### src/design/gate_cfg_map.svh
// Constants for the host-side controller of a triple configurable gate.
// Assumes inclusion by bare name from design files; definitions only.
`ifndef GATE_CFG_MAP_SVH
`define GATE_CFG_MAP_SVH

`define GATE_CELLS 3
// Function codes driven on the command port
`define FN_BUFFER 3'h0
`define FN_INVERT 3'h1
`define FN_MUX 3'h2
`define FN_AND 3'h3
`define FN_NAND 3'h4
`define FN_XOR 3'h5
`define FN_XNOR 3'h6
`define FN_MUX_INV 3'h7
// Pin drive while in reset: disabled, all ties low
`define PINS_OFF 5'h10

`endif

### src/design/gate_cfg_pkg.sv
// Types for the host-side controller of the configurable gate.
// Assumes the map header supplies numeric constants.
package gate_cfg_pkg;
    // Pin drive of one cell
    typedef struct packed {
        logic oe_low;
        logic in_a;
        logic in_b;
        logic in_sel;
        logic in_invert;
    } cell_pins_t;

    // Request for one cell: function and two operands
    typedef struct packed {
        logic enable;
        logic [2:0] func;
        logic op1;
        logic op2;
    } cell_cmd_t;
endpackage

### src/design/gate_cfg_host.sv
// Host controller: turns per-cell function requests into tie levels on the
// pins of a triple configurable gate and samples the returned outputs.
// Assumes gate outputs arrive asynchronously and are pulled when floating.
// Assumes requests come from logic on this clock and need no synchroniser.
`timescale 1ns/1ps
`default_nettype none
`include "gate_cfg_map.svh"

module gate_cfg_host #(
    parameter int CELLS = `GATE_CELLS
) (
    input wire logic core_clk_in,
    input wire logic rst_n_in,
    input wire gate_cfg_pkg::cell_cmd_t cmd_in [CELLS],
    input wire logic [CELLS-1:0] gate_out_in,
    output gate_cfg_pkg::cell_pins_t pins_out [CELLS],
    output logic [CELLS-1:0] result_out,
    output logic [CELLS-1:0] expect_out
);

    // ****************************************
    // Tie-pattern encoder
    // ****************************************
    // Only two operands reach a cell, so the mux codes cannot carry a separate
    // select; the select is steered from the operands, which is a limitation
    // a user must know when asking for a mux
    function automatic gate_cfg_pkg::cell_pins_t encode(input gate_cfg_pkg::cell_cmd_t c);
        gate_cfg_pkg::cell_pins_t p;
        p = '0;
        p.oe_low = ~c.enable;
        case (c.func)
            `FN_BUFFER:
            begin
                p.in_a = c.op1;
            end
            `FN_INVERT:
            begin
                p.in_a = c.op1;
                p.in_invert = 1'b1;
            end
            `FN_MUX:
            begin
                p.in_a = c.op1;
                p.in_b = c.op2;
                p.in_sel = c.op2 ^ c.op1 ? c.op2 : c.op1;
            end
            `FN_MUX_INV:
            begin
                p.in_a = c.op1;
                p.in_b = c.op2;
                p.in_sel = c.op2;
                p.in_invert = 1'b1;
            end
            `FN_AND:
            begin
                p.in_b = c.op1;
                p.in_sel = c.op2;
            end
            `FN_NAND:
            begin
                p.in_b = c.op1;
                p.in_sel = c.op2;
                p.in_invert = 1'b1;
            end
            `FN_XOR:
            begin
                p.in_a = c.op1;
                p.in_invert = c.op2;
            end
            default:
            begin
                p.in_a = 1'b1;
                p.in_sel = c.op1;
                p.in_invert = c.op2;
            end
        endcase
        return p;
    endfunction

    // Reference of the cell function: select, then conditional invert
    function automatic logic model(input gate_cfg_pkg::cell_pins_t p);
        return (p.in_sel ? p.in_b : p.in_a) ^ p.in_invert;
    endfunction

    // ****************************************
    // Pin drive and result sampling
    // ****************************************
    // Two-flop synchroniser for the returned gate outputs
    logic [CELLS-1:0] sync1_reg;
    logic [CELLS-1:0] sync2_reg;

    // Pins are only levels; nothing is stored beyond the registered drive
    // Registering the ties keeps glitches of the request decode off the pins
    always_ff @(posedge core_clk_in or negedge rst_n_in)
    begin
        if (!rst_n_in)
        begin
            for (int i = 0; i < CELLS; i++)
            begin
                pins_out[i] <= `PINS_OFF; // Disabled, all ties low
            end
        end
        else
        begin
            for (int i = 0; i < CELLS; i++)
            begin
                pins_out[i] <= encode(cmd_in[i]);
            end
        end
    end

    // The gate outputs change with no regard to this clock, so two flops come
    // before anything reads them; the cost is two clocks of latency
    always_ff @(posedge core_clk_in or negedge rst_n_in)
    begin
        if (!rst_n_in)
        begin
            sync1_reg <= '0;
            sync2_reg <= '0;
        end
        else
        begin
            sync1_reg <= gate_out_in;
            sync2_reg <= sync1_reg;
        end
    end

    // Registered once more so the output comes straight from a flop
    always_ff @(posedge core_clk_in or negedge rst_n_in)
    begin
        if (!rst_n_in)
        begin
            result_out <= '0;
        end
        else
        begin
            result_out <= sync2_reg;
        end
    end

    // ****************************************
    // Expected cell output
    // ****************************************
    // Worked out from the registered ties, so it trails the pins by one clock;
    // compare it with result_out only once the pins have settled
    always_ff @(posedge core_clk_in or negedge rst_n_in)
    begin
        if (!rst_n_in)
        begin
            expect_out <= '0;
        end
        else
        begin
            for (int i = 0; i < CELLS; i++)
            begin
                expect_out[i] <= model(pins_out[i]);
            end
        end
    end

    // ****************************************
    // Checks
    // ****************************************
    for (genvar g = 0; g < CELLS; g++)
    begin : chk
        // Function given by each tie pattern but the plain mux, and enable polarity, one clock after the request
        buf_tie_a: assert property (@(posedge core_clk_in) disable iff (!rst_n_in)
            (cmd_in[g].func == `FN_BUFFER) |=> (model(pins_out[g]) == $past(cmd_in[g].op1)))
            else $error("buffer tie wrong");
        inv_tie_a: assert property (@(posedge core_clk_in) disable iff (!rst_n_in)
            (cmd_in[g].func == `FN_INVERT) |=> (model(pins_out[g]) == !$past(cmd_in[g].op1)))
            else $error("inverter tie wrong");
        and_tie_a: assert property (@(posedge core_clk_in) disable iff (!rst_n_in)
            (cmd_in[g].func == `FN_AND) |=> (model(pins_out[g]) == $past(cmd_in[g].op1 & cmd_in[g].op2)))
            else $error("and tie wrong");
        nand_tie_a: assert property (@(posedge core_clk_in) disable iff (!rst_n_in)
            (cmd_in[g].func == `FN_NAND) |=> (model(pins_out[g]) == !$past(cmd_in[g].op1 & cmd_in[g].op2)))
            else $error("nand tie wrong");
        xor_tie_a: assert property (@(posedge core_clk_in) disable iff (!rst_n_in)
            (cmd_in[g].func == `FN_XOR) |=> (model(pins_out[g]) == $past(cmd_in[g].op1 ^ cmd_in[g].op2)))
            else $error("xor tie wrong");
        xnor_tie_a: assert property (@(posedge core_clk_in) disable iff (!rst_n_in)
            (cmd_in[g].func == `FN_XNOR) |=> (model(pins_out[g]) == !$past(cmd_in[g].op1 ^ cmd_in[g].op2)))
            else $error("xnor tie wrong");
        mux_tie_a: assert property (@(posedge core_clk_in) disable iff (!rst_n_in)
            (cmd_in[g].func == `FN_MUX_INV) |=> (model(pins_out[g]) == !$past(cmd_in[g].op2 ? cmd_in[g].op2 : cmd_in[g].op1)))
            else $error("inverted mux tie wrong");
        enable_pol_a: assert property (@(posedge core_clk_in) disable iff (!rst_n_in)
            1'b1 |=> (pins_out[g].oe_low == !$past(cmd_in[g].enable)))
            else $error("enable polarity wrong");

        // Tie levels themselves, plus the function of the plain mux
        mux_func_a: assert property (@(posedge core_clk_in) disable iff (!rst_n_in)
            (cmd_in[g].func == `FN_MUX) |=> (model(pins_out[g]) == $past(cmd_in[g].op2 ? cmd_in[g].op2 : cmd_in[g].op1)))
            else $error("mux tie wrong");
        mux_level_a: assert property (@(posedge core_clk_in) disable iff (!rst_n_in)
            (cmd_in[g].func == `FN_MUX) |=> (pins_out[g].in_a == $past(cmd_in[g].op1)
                && pins_out[g].in_b == $past(cmd_in[g].op2) && !pins_out[g].in_invert))
            else $error("mux ties wrong");
        buf_level_a: assert property (@(posedge core_clk_in) disable iff (!rst_n_in)
            (cmd_in[g].func == `FN_BUFFER) |=> (!pins_out[g].in_sel && !pins_out[g].in_invert))
            else $error("buffer ties wrong");
        inv_level_a: assert property (@(posedge core_clk_in) disable iff (!rst_n_in)
            (cmd_in[g].func == `FN_INVERT) |=> (!pins_out[g].in_sel && pins_out[g].in_invert))
            else $error("inverter ties wrong");
        and_level_a: assert property (@(posedge core_clk_in) disable iff (!rst_n_in)
            (cmd_in[g].func == `FN_AND) |=> (!pins_out[g].in_a && !pins_out[g].in_invert))
            else $error("and ties wrong");
        nand_level_a: assert property (@(posedge core_clk_in) disable iff (!rst_n_in)
            (cmd_in[g].func == `FN_NAND) |=> (!pins_out[g].in_a && pins_out[g].in_invert))
            else $error("nand ties wrong");
        xor_level_a: assert property (@(posedge core_clk_in) disable iff (!rst_n_in)
            (cmd_in[g].func == `FN_XOR) |=> (!pins_out[g].in_sel))
            else $error("xor ties wrong");
        xnor_level_a: assert property (@(posedge core_clk_in) disable iff (!rst_n_in)
            (cmd_in[g].func == `FN_XNOR) |=> (pins_out[g].in_a && !pins_out[g].in_b))
            else $error("xnor ties wrong");
        ties_hold_a: assert property (@(posedge core_clk_in) disable iff (!rst_n_in)
            ($past(rst_n_in) && $stable(cmd_in[g])) |=> $stable(pins_out[g]))
            else $error("ties changed without request");
    end

endmodule
`default_nettype wire

### config.mk
export PLATFORM = sky130hd
export DESIGN_NAME = gate_cfg_host
export DESIGN_NICKNAME = d
export VERILOG_FILES = /design/src/design/gate_cfg_pkg.sv /design/src/design/gate_cfg_host.sv
export VERILOG_INCLUDE_DIRS = /design/src /design/src/design
export SDC_FILE = /design/constraint.sdc
export NUM_CORES = 1
export LEC_CHECK = 0
export ABC_AREA = 1
export BUFFER_PORTS_ARGS = -buffer_cell sky130_fd_sc_hd__clkbuf_2
export CORE_MARGIN = 8
export CORE_UTILIZATION = 50
export CTS_CLUSTER_DIAMETER = 150
export DETAILED_ROUTE_END_ITERATION = 12
export MAX_ROUTING_LAYER = met4
export PLACE_DENSITY = 0.82
export SKIP_LAST_GASP = 1
export SLEW_MARGIN = 30
export SYNTH_ARGS = -nofsm -noshare
export SYNTH_HDL_FRONTEND = slang
export SYNTH_SLANG_ARGS = --single-unit
### constraint.sdc
create_clock -name core_clk_in -period 1.81 [get_ports core_clk_in]
set_clock_uncertainty 0.05 [all_clocks]
set_input_delay 0 -clock core_clk_in [delete_from_list [all_inputs] [get_ports core_clk_in]]
set_output_delay 0 -clock core_clk_in [all_outputs]
set_load 0.02 [all_outputs]
==> results.tsv, run 1 <==
metric	value	unit
ys_types	16	
rows	17	
avgSynthCellArea	9.21	µm²
cts.clk_slew.worst_paths	0.13	ns
regArea	679	µm²
nFillCells	133	
fp.dieH	62.8	µm
path_max_fanout	3	
pre_cts_ws	0.933	ns
fmax	567	MHz
dr.pass1.iters	4	
track_usage	0.168	
via_per_inst	4.92	
crit_required	1.97	ns
drtAntennaViolNets	0	
die_x	62.8	µm
n_antenna_cell	0	
worstSetupStartpointType	input pin	
numCtsBuffers	3	
period_minus_slack	1.76	ns
async_reset_ff_frac	1.00	
core_area	2150	µm²
grt-ovfl-total	0	
dp.cells	190	
cts_root_buffer	clkbuf_4	
routed_wl	3080	µm
powerDensity	728	nW/µm²
max_slew.worst_pin.slew	0.621	ns
clock_path_buffers	2	
grt_antenna_before_repair	0	
fin_nets	221	
hold_viol	0	
drc_errors	0	
setup_ws	0.0461	ns
cts_setup_buffers	0	
synth_top_area_cell	dfrtp_1	
ys_warn_count	0	
synth_edf_count	0	
synth_area	1100	µm²
setup_viol	0	
ys_seq_area_frac	0.620	
crit_arrival	1.92	ns
fin_cells	225	
io_pins	44	
synthCells	119	
cts_resized	0	
cts_tree	yes	
critPathCaptureType	flop	
areaGrowthSynthToFinish	53.5	%
largest_register	pins_out	
first_iter_violations	31	
worst-setup-path-type	input pin to flop	
dp_hpwl	2050	µm
grt_pass1_vias	1203	
clock_latency	0.31	ns
fin_crit_sh	0.975	
vias	1108	
synth.area.top_cells	dfrtp_1 55%, nand2_1 12%, dfstp_2 7.2%, nand3_1 5.0%, o21ai_0 4.1%	
synthesis.nets	142	
synth_commonest_cells	35 x nand2_1, 24 x dfrtp_1, 12 x inv_1, 11 x nand3_1, 9 x o21ai_0	
hp-class	input pin to flop	
layout-drive-gt1-share	0.284	
setup_tns	0	ns
yosysMostFrequentCell	nand2_1	
grt_pass1_wl	5260	µm
status	finished, final reports clean	
port_buffers	43	
htreeDepth	1	
wl_per_cell	13.7	µm
grt_start_max_net_pins	28	
rsz0062_at_grt	false	
yosys.area.top_type_share	0.548	
cts_num_sinks	27	
finalMaxSlewViolations	0	
multi_input_area	353	µm²
slew_headroom	0.586	
largest_reg_flops	15	
cap_violations	0	
synth.ff_latch_count	27	
ir_drop	0.407	mV
p_leak	0.880	nW
synth_ff_type	dfrtp_1	
start_util	0.510	
finalWeightedCongestion	0.738	
dieArea	3950	µm²
metrics by stage:
| step | hold slack, ns | utilization | power, mW | instance area [µm²] |
|---|---|---|---|---|
| after detailed placement | -0.0106 | 0.627 | 0.936 | 1350 |
| after global routing | 0.0354 | 0.783 | 1.28 | 1680 |
| after global placement | -0.0205 | 0.627 | 0.922 | 1350 |
| after CTS | 0.0000214 | 0.788 | 1.23 | 1690 |
| after floorplan | -0.346 | - | 0.820 | 1100 |
| final | 0.0193 | 0.783 | 1.22 | 1680 |
metal layers:
| metal | vias to the layer above | track usage | share of wire | routed length [µm] |
|---|---|---|---|---|
| met5 | - | - | 0 | 0 |
| met4 | 0 | 0.0741 | 0.020 | 63 |
| met3 | 6 | 0.0251 | 0.043 | 131 |
| met2 | 45 | 0.352 | 0.60 | 1850 |
| met1 | 516 | 0.136 | 0.34 | 1040 |
| li1 | 541 | - | - | - |
worst max-delay path: stages:
cell and delay, ns:
dlygate4sd3_1 0.53, clkbuf_2 0.12, nand4_1 0.08, dlygate4sd3_1 0.55
nand3_1 0.08, dlygate4sd3_1 0.56
path summary, 6_finish.rpt:
kind,start,to,slack (ns),cells after the start
setup / recovery,cmd_in[7],pins_out[6],0.05,6
hold / removal,cmd_in[14],pins_out[11],0.02,4
setup reg to reg,pins_out[11],expect_out[0],0.90,2
hold reg to reg,sync1_reg[2],sync2_reg[2],0.32,0
max in group asynchronous,rst_n_in,sync1_reg[1],1.14,2
min in group asynchronous,rst_n_in,expect_out[1],0.17,2
cell usage in the layout (no fill, tap or decap), drive strengths merged:
master | netlist | final
clkbuf | 0 | 47
nand2 | 36 | 36
dlygate4sd3 | 0 | 31
dfrtp | 24 | 24
o21ai | 17 | 17
inv | 16 | 16
nand3 | 11 | 11
nand4 | 4 | 4
xor2 | 3 | 3
dfstp | 3 | 3
a21oi | 2 | 2
nor2 | 2 | 2
clkinv | 1 | 1
kinds of logic after synthesis:
group                     Yosys count  synth area share
buffers and inverters              17            0.0582
AOI/OAI and AO/OA                  19            0.0902
and+or+nand+nor                    53             0.208
xor gates and xnor gates            3            0.0240
DFF                                27             0.620
power by group:
part | total (mW) | internal (mW) | switching, mW
combinational | 0.304 | 0.128 | 0.176
sequential | 0.680 | 0.657 | 0.0224
clock | 0.242 | 0.0859 | 0.156
cell type report:
class / count / share of cell area
Inverter: 17 / 0.0379
Tap cell: 28 / 0.0208
Timing Repair Buffer: 74 / 0.312
Multi-Input combinational cell: 75 / 0.210
Clock buffer: 4 / 0.0156
Sequential cell: 27 / 0.404
timing repair:
action,CTS,global route
setup endpoints to repair,0,1
endpoints found under the hold margin,42,0
hold buffers,32,0
Note: power is estimated with default switching activity, not from simulation.
==> inputs of run 2 (changes only) <==
--- a/config.mk
+++ b/config.mk
@@ -9,11 +9,11 @@
 export ABC_AREA = 1
 export BUFFER_PORTS_ARGS = -buffer_cell sky130_fd_sc_hd__clkbuf_2
 export CORE_MARGIN = 8
-export CORE_UTILIZATION = 50
+export CORE_UTILIZATION = 35
 export CTS_CLUSTER_DIAMETER = 150
 export DETAILED_ROUTE_END_ITERATION = 12
 export MAX_ROUTING_LAYER = met4
-export PLACE_DENSITY = 0.82
+export PLACE_DENSITY = 0.69
 export SKIP_LAST_GASP = 1
 export SLEW_MARGIN = 30
 export SYNTH_ARGS = -nofsm -noshare
==> constraint.sdc (replaced) <==
create_clock -name core_clk_in -period 2.25 [get_ports core_clk_in]
set_clock_uncertainty 0.05 [all_clocks]
set_input_delay 0 -clock core_clk_in [delete_from_list [all_inputs] [get_ports core_clk_in]]
set_output_delay 0 -clock core_clk_in [all_outputs]
set_load 0.02 [all_outputs]
==> run 2 against run 1 <==
Compared with the run above: clock power decreased by 21%; largest power group unchanged; non-clock buffer count unchanged; critical path depth increased by 2; final cell count increased by 7.6%; final area increased by 1.3%.
==> results.tsv, run 2 (synthesis results as in run 1) <==
metric	value	unit
cts_setup_buffers	0	
clock_path_buffers	2	
final_cell_mix	43 x clkbuf_2, 35 x nand2_1, 31 x dlygate4sd3_1	
crit_arrival	2.05	ns
worst-setup-path-type	input pin to flop	
layout-drive-gt1-share	0.284	
max_slew.worst_pin.slew	0.611	ns
clock_latency	0.30	ns
cts_root_buffer	clkbuf_4	
largest_reg_flops	15	
cts_resized	0	
nFillCells	265	
grt_antenna_before_repair	1	
rsz0062_at_grt	false	
crit_required	2.40	ns
via_per_inst	4.50	
start_util	0.362	
powerDensity	575	nW/µm²
finalWeightedCongestion	0.752	
drtAntennaViolNets	0	
fin_cells	242	
layout_commonest_cell	clkbuf_2	
dp.cells	206	
dieArea	5180	µm²
period_minus_slack	1.90	ns
cts_num_sinks	27	
fin_crit_sh	0.844	
hp-class	input pin to flop	
die_x	72.0	µm
final_util	0.563	
grt-ovfl-total	0	
fmax	527	MHz
routed_wl	2790	µm
grt_start_max_net_pins	28	
dr.pass1.iters	4	
htreeDepth	1	
wl_per_cell	11.5	µm
grt_pass1_vias	1058	
worstSetupStartpointType	input pin	
ir_drop	0.210	mV
drc_errors	0	
fin_nets	221	
status	finished, final reports clean	
grt_pass1_wl	4690	µm
cap_violations	0	
areaGrowthSynthToFinish	55.6	%
holdBufCountCts	31	
largest_register	pins_out	
core_area	3030	µm²
cts_tree	yes	
track_usage	0.113	
critPathCaptureType	flop	
finalMaxSlewViolations	0	
path_max_fanout	4	
fp.dieH	72.0	µm
hold_viol	0	
vias	1089	
io_pins	44	
slew_headroom	0.593	
rows	20	
port_buffers	43	
first_iter_violations	52	
dp_hpwl	1930	µm
cts.clk_slew.worst_paths	0.12	ns
numCtsBuffers	3	
setup_tns	0	ns
p_leak	0.890	nW
setup_viol	0	
-- run 2: metal layers --
layer	up-vias	wire (µm)	global-route usage
met2	47	1440	0.199
met1	498	1140	0.122
met4	0	23	0.0454
met3	4	183	0.0234
met5	-	0	-
li1	540	-	-
-- run 2: power by group --
group | internal (mW) | switching (mW) | total (mW)
clock | 0.0691 | 0.121 | 0.190
combinational | 0.106 | 0.139 | 0.246
sequential | 0.529 | 0.0171 | 0.546
-- run 2: final timing paths --
kind	from	to	slack, ns	cells after the start
max in group asynchronous	rst_n_in	result_out[2]	1.57	2
hold / removal	cmd_in[10]	pins_out[8]	0.06	3
hold reg to reg	sync1_reg[0]	sync2_reg[0]	0.32	0
setup reg to reg	pins_out[1]	expect_out[2]	1.33	2
setup / recovery	cmd_in[8]	pins_out[7]	0.35	8
min in group asynchronous	rst_n_in	sync2_reg[2]	0.18	2
-- run 2: through the flow --
stage	power (mW)	hold slack, ns	worst slack (ns)	area [µm²]
6_report	0.981	0.0625	0.352	1710
5_1_grt	1.04	0.0922	0.320	1710
4_1_cts	0.991	0.0247	0.387	1700
3_5_place_dp	0.751	-0.00870	1.34	1370
3_3_place_gp	0.743	-0.0196	1.41	1370
2_1_floorplan	0.659	-0.346	1.31	1100
-- run 2: layout make-up --
cell class	count	area (µm²)	area share
well taps	44	55.1	0.0323
flip-flops and latches	27	679	0.398
diodes	1	2.50	0.00147
clock buffers	4	26.3	0.0154
multi-input cells	75	353	0.207
repair buffers	74	526	0.308
inverters	17	63.8	0.0374
-- run 2: critical path, stage by stage --
cell and delay, ns:
dlygate4sd3_1 0.53, clkbuf_2 0.13, nand2_1 0.10, nand2_1 0.07, nand3_1 0.07, dlygate4sd3_1 0.54
nand2_1 0.05, dlygate4sd3_1 0.55
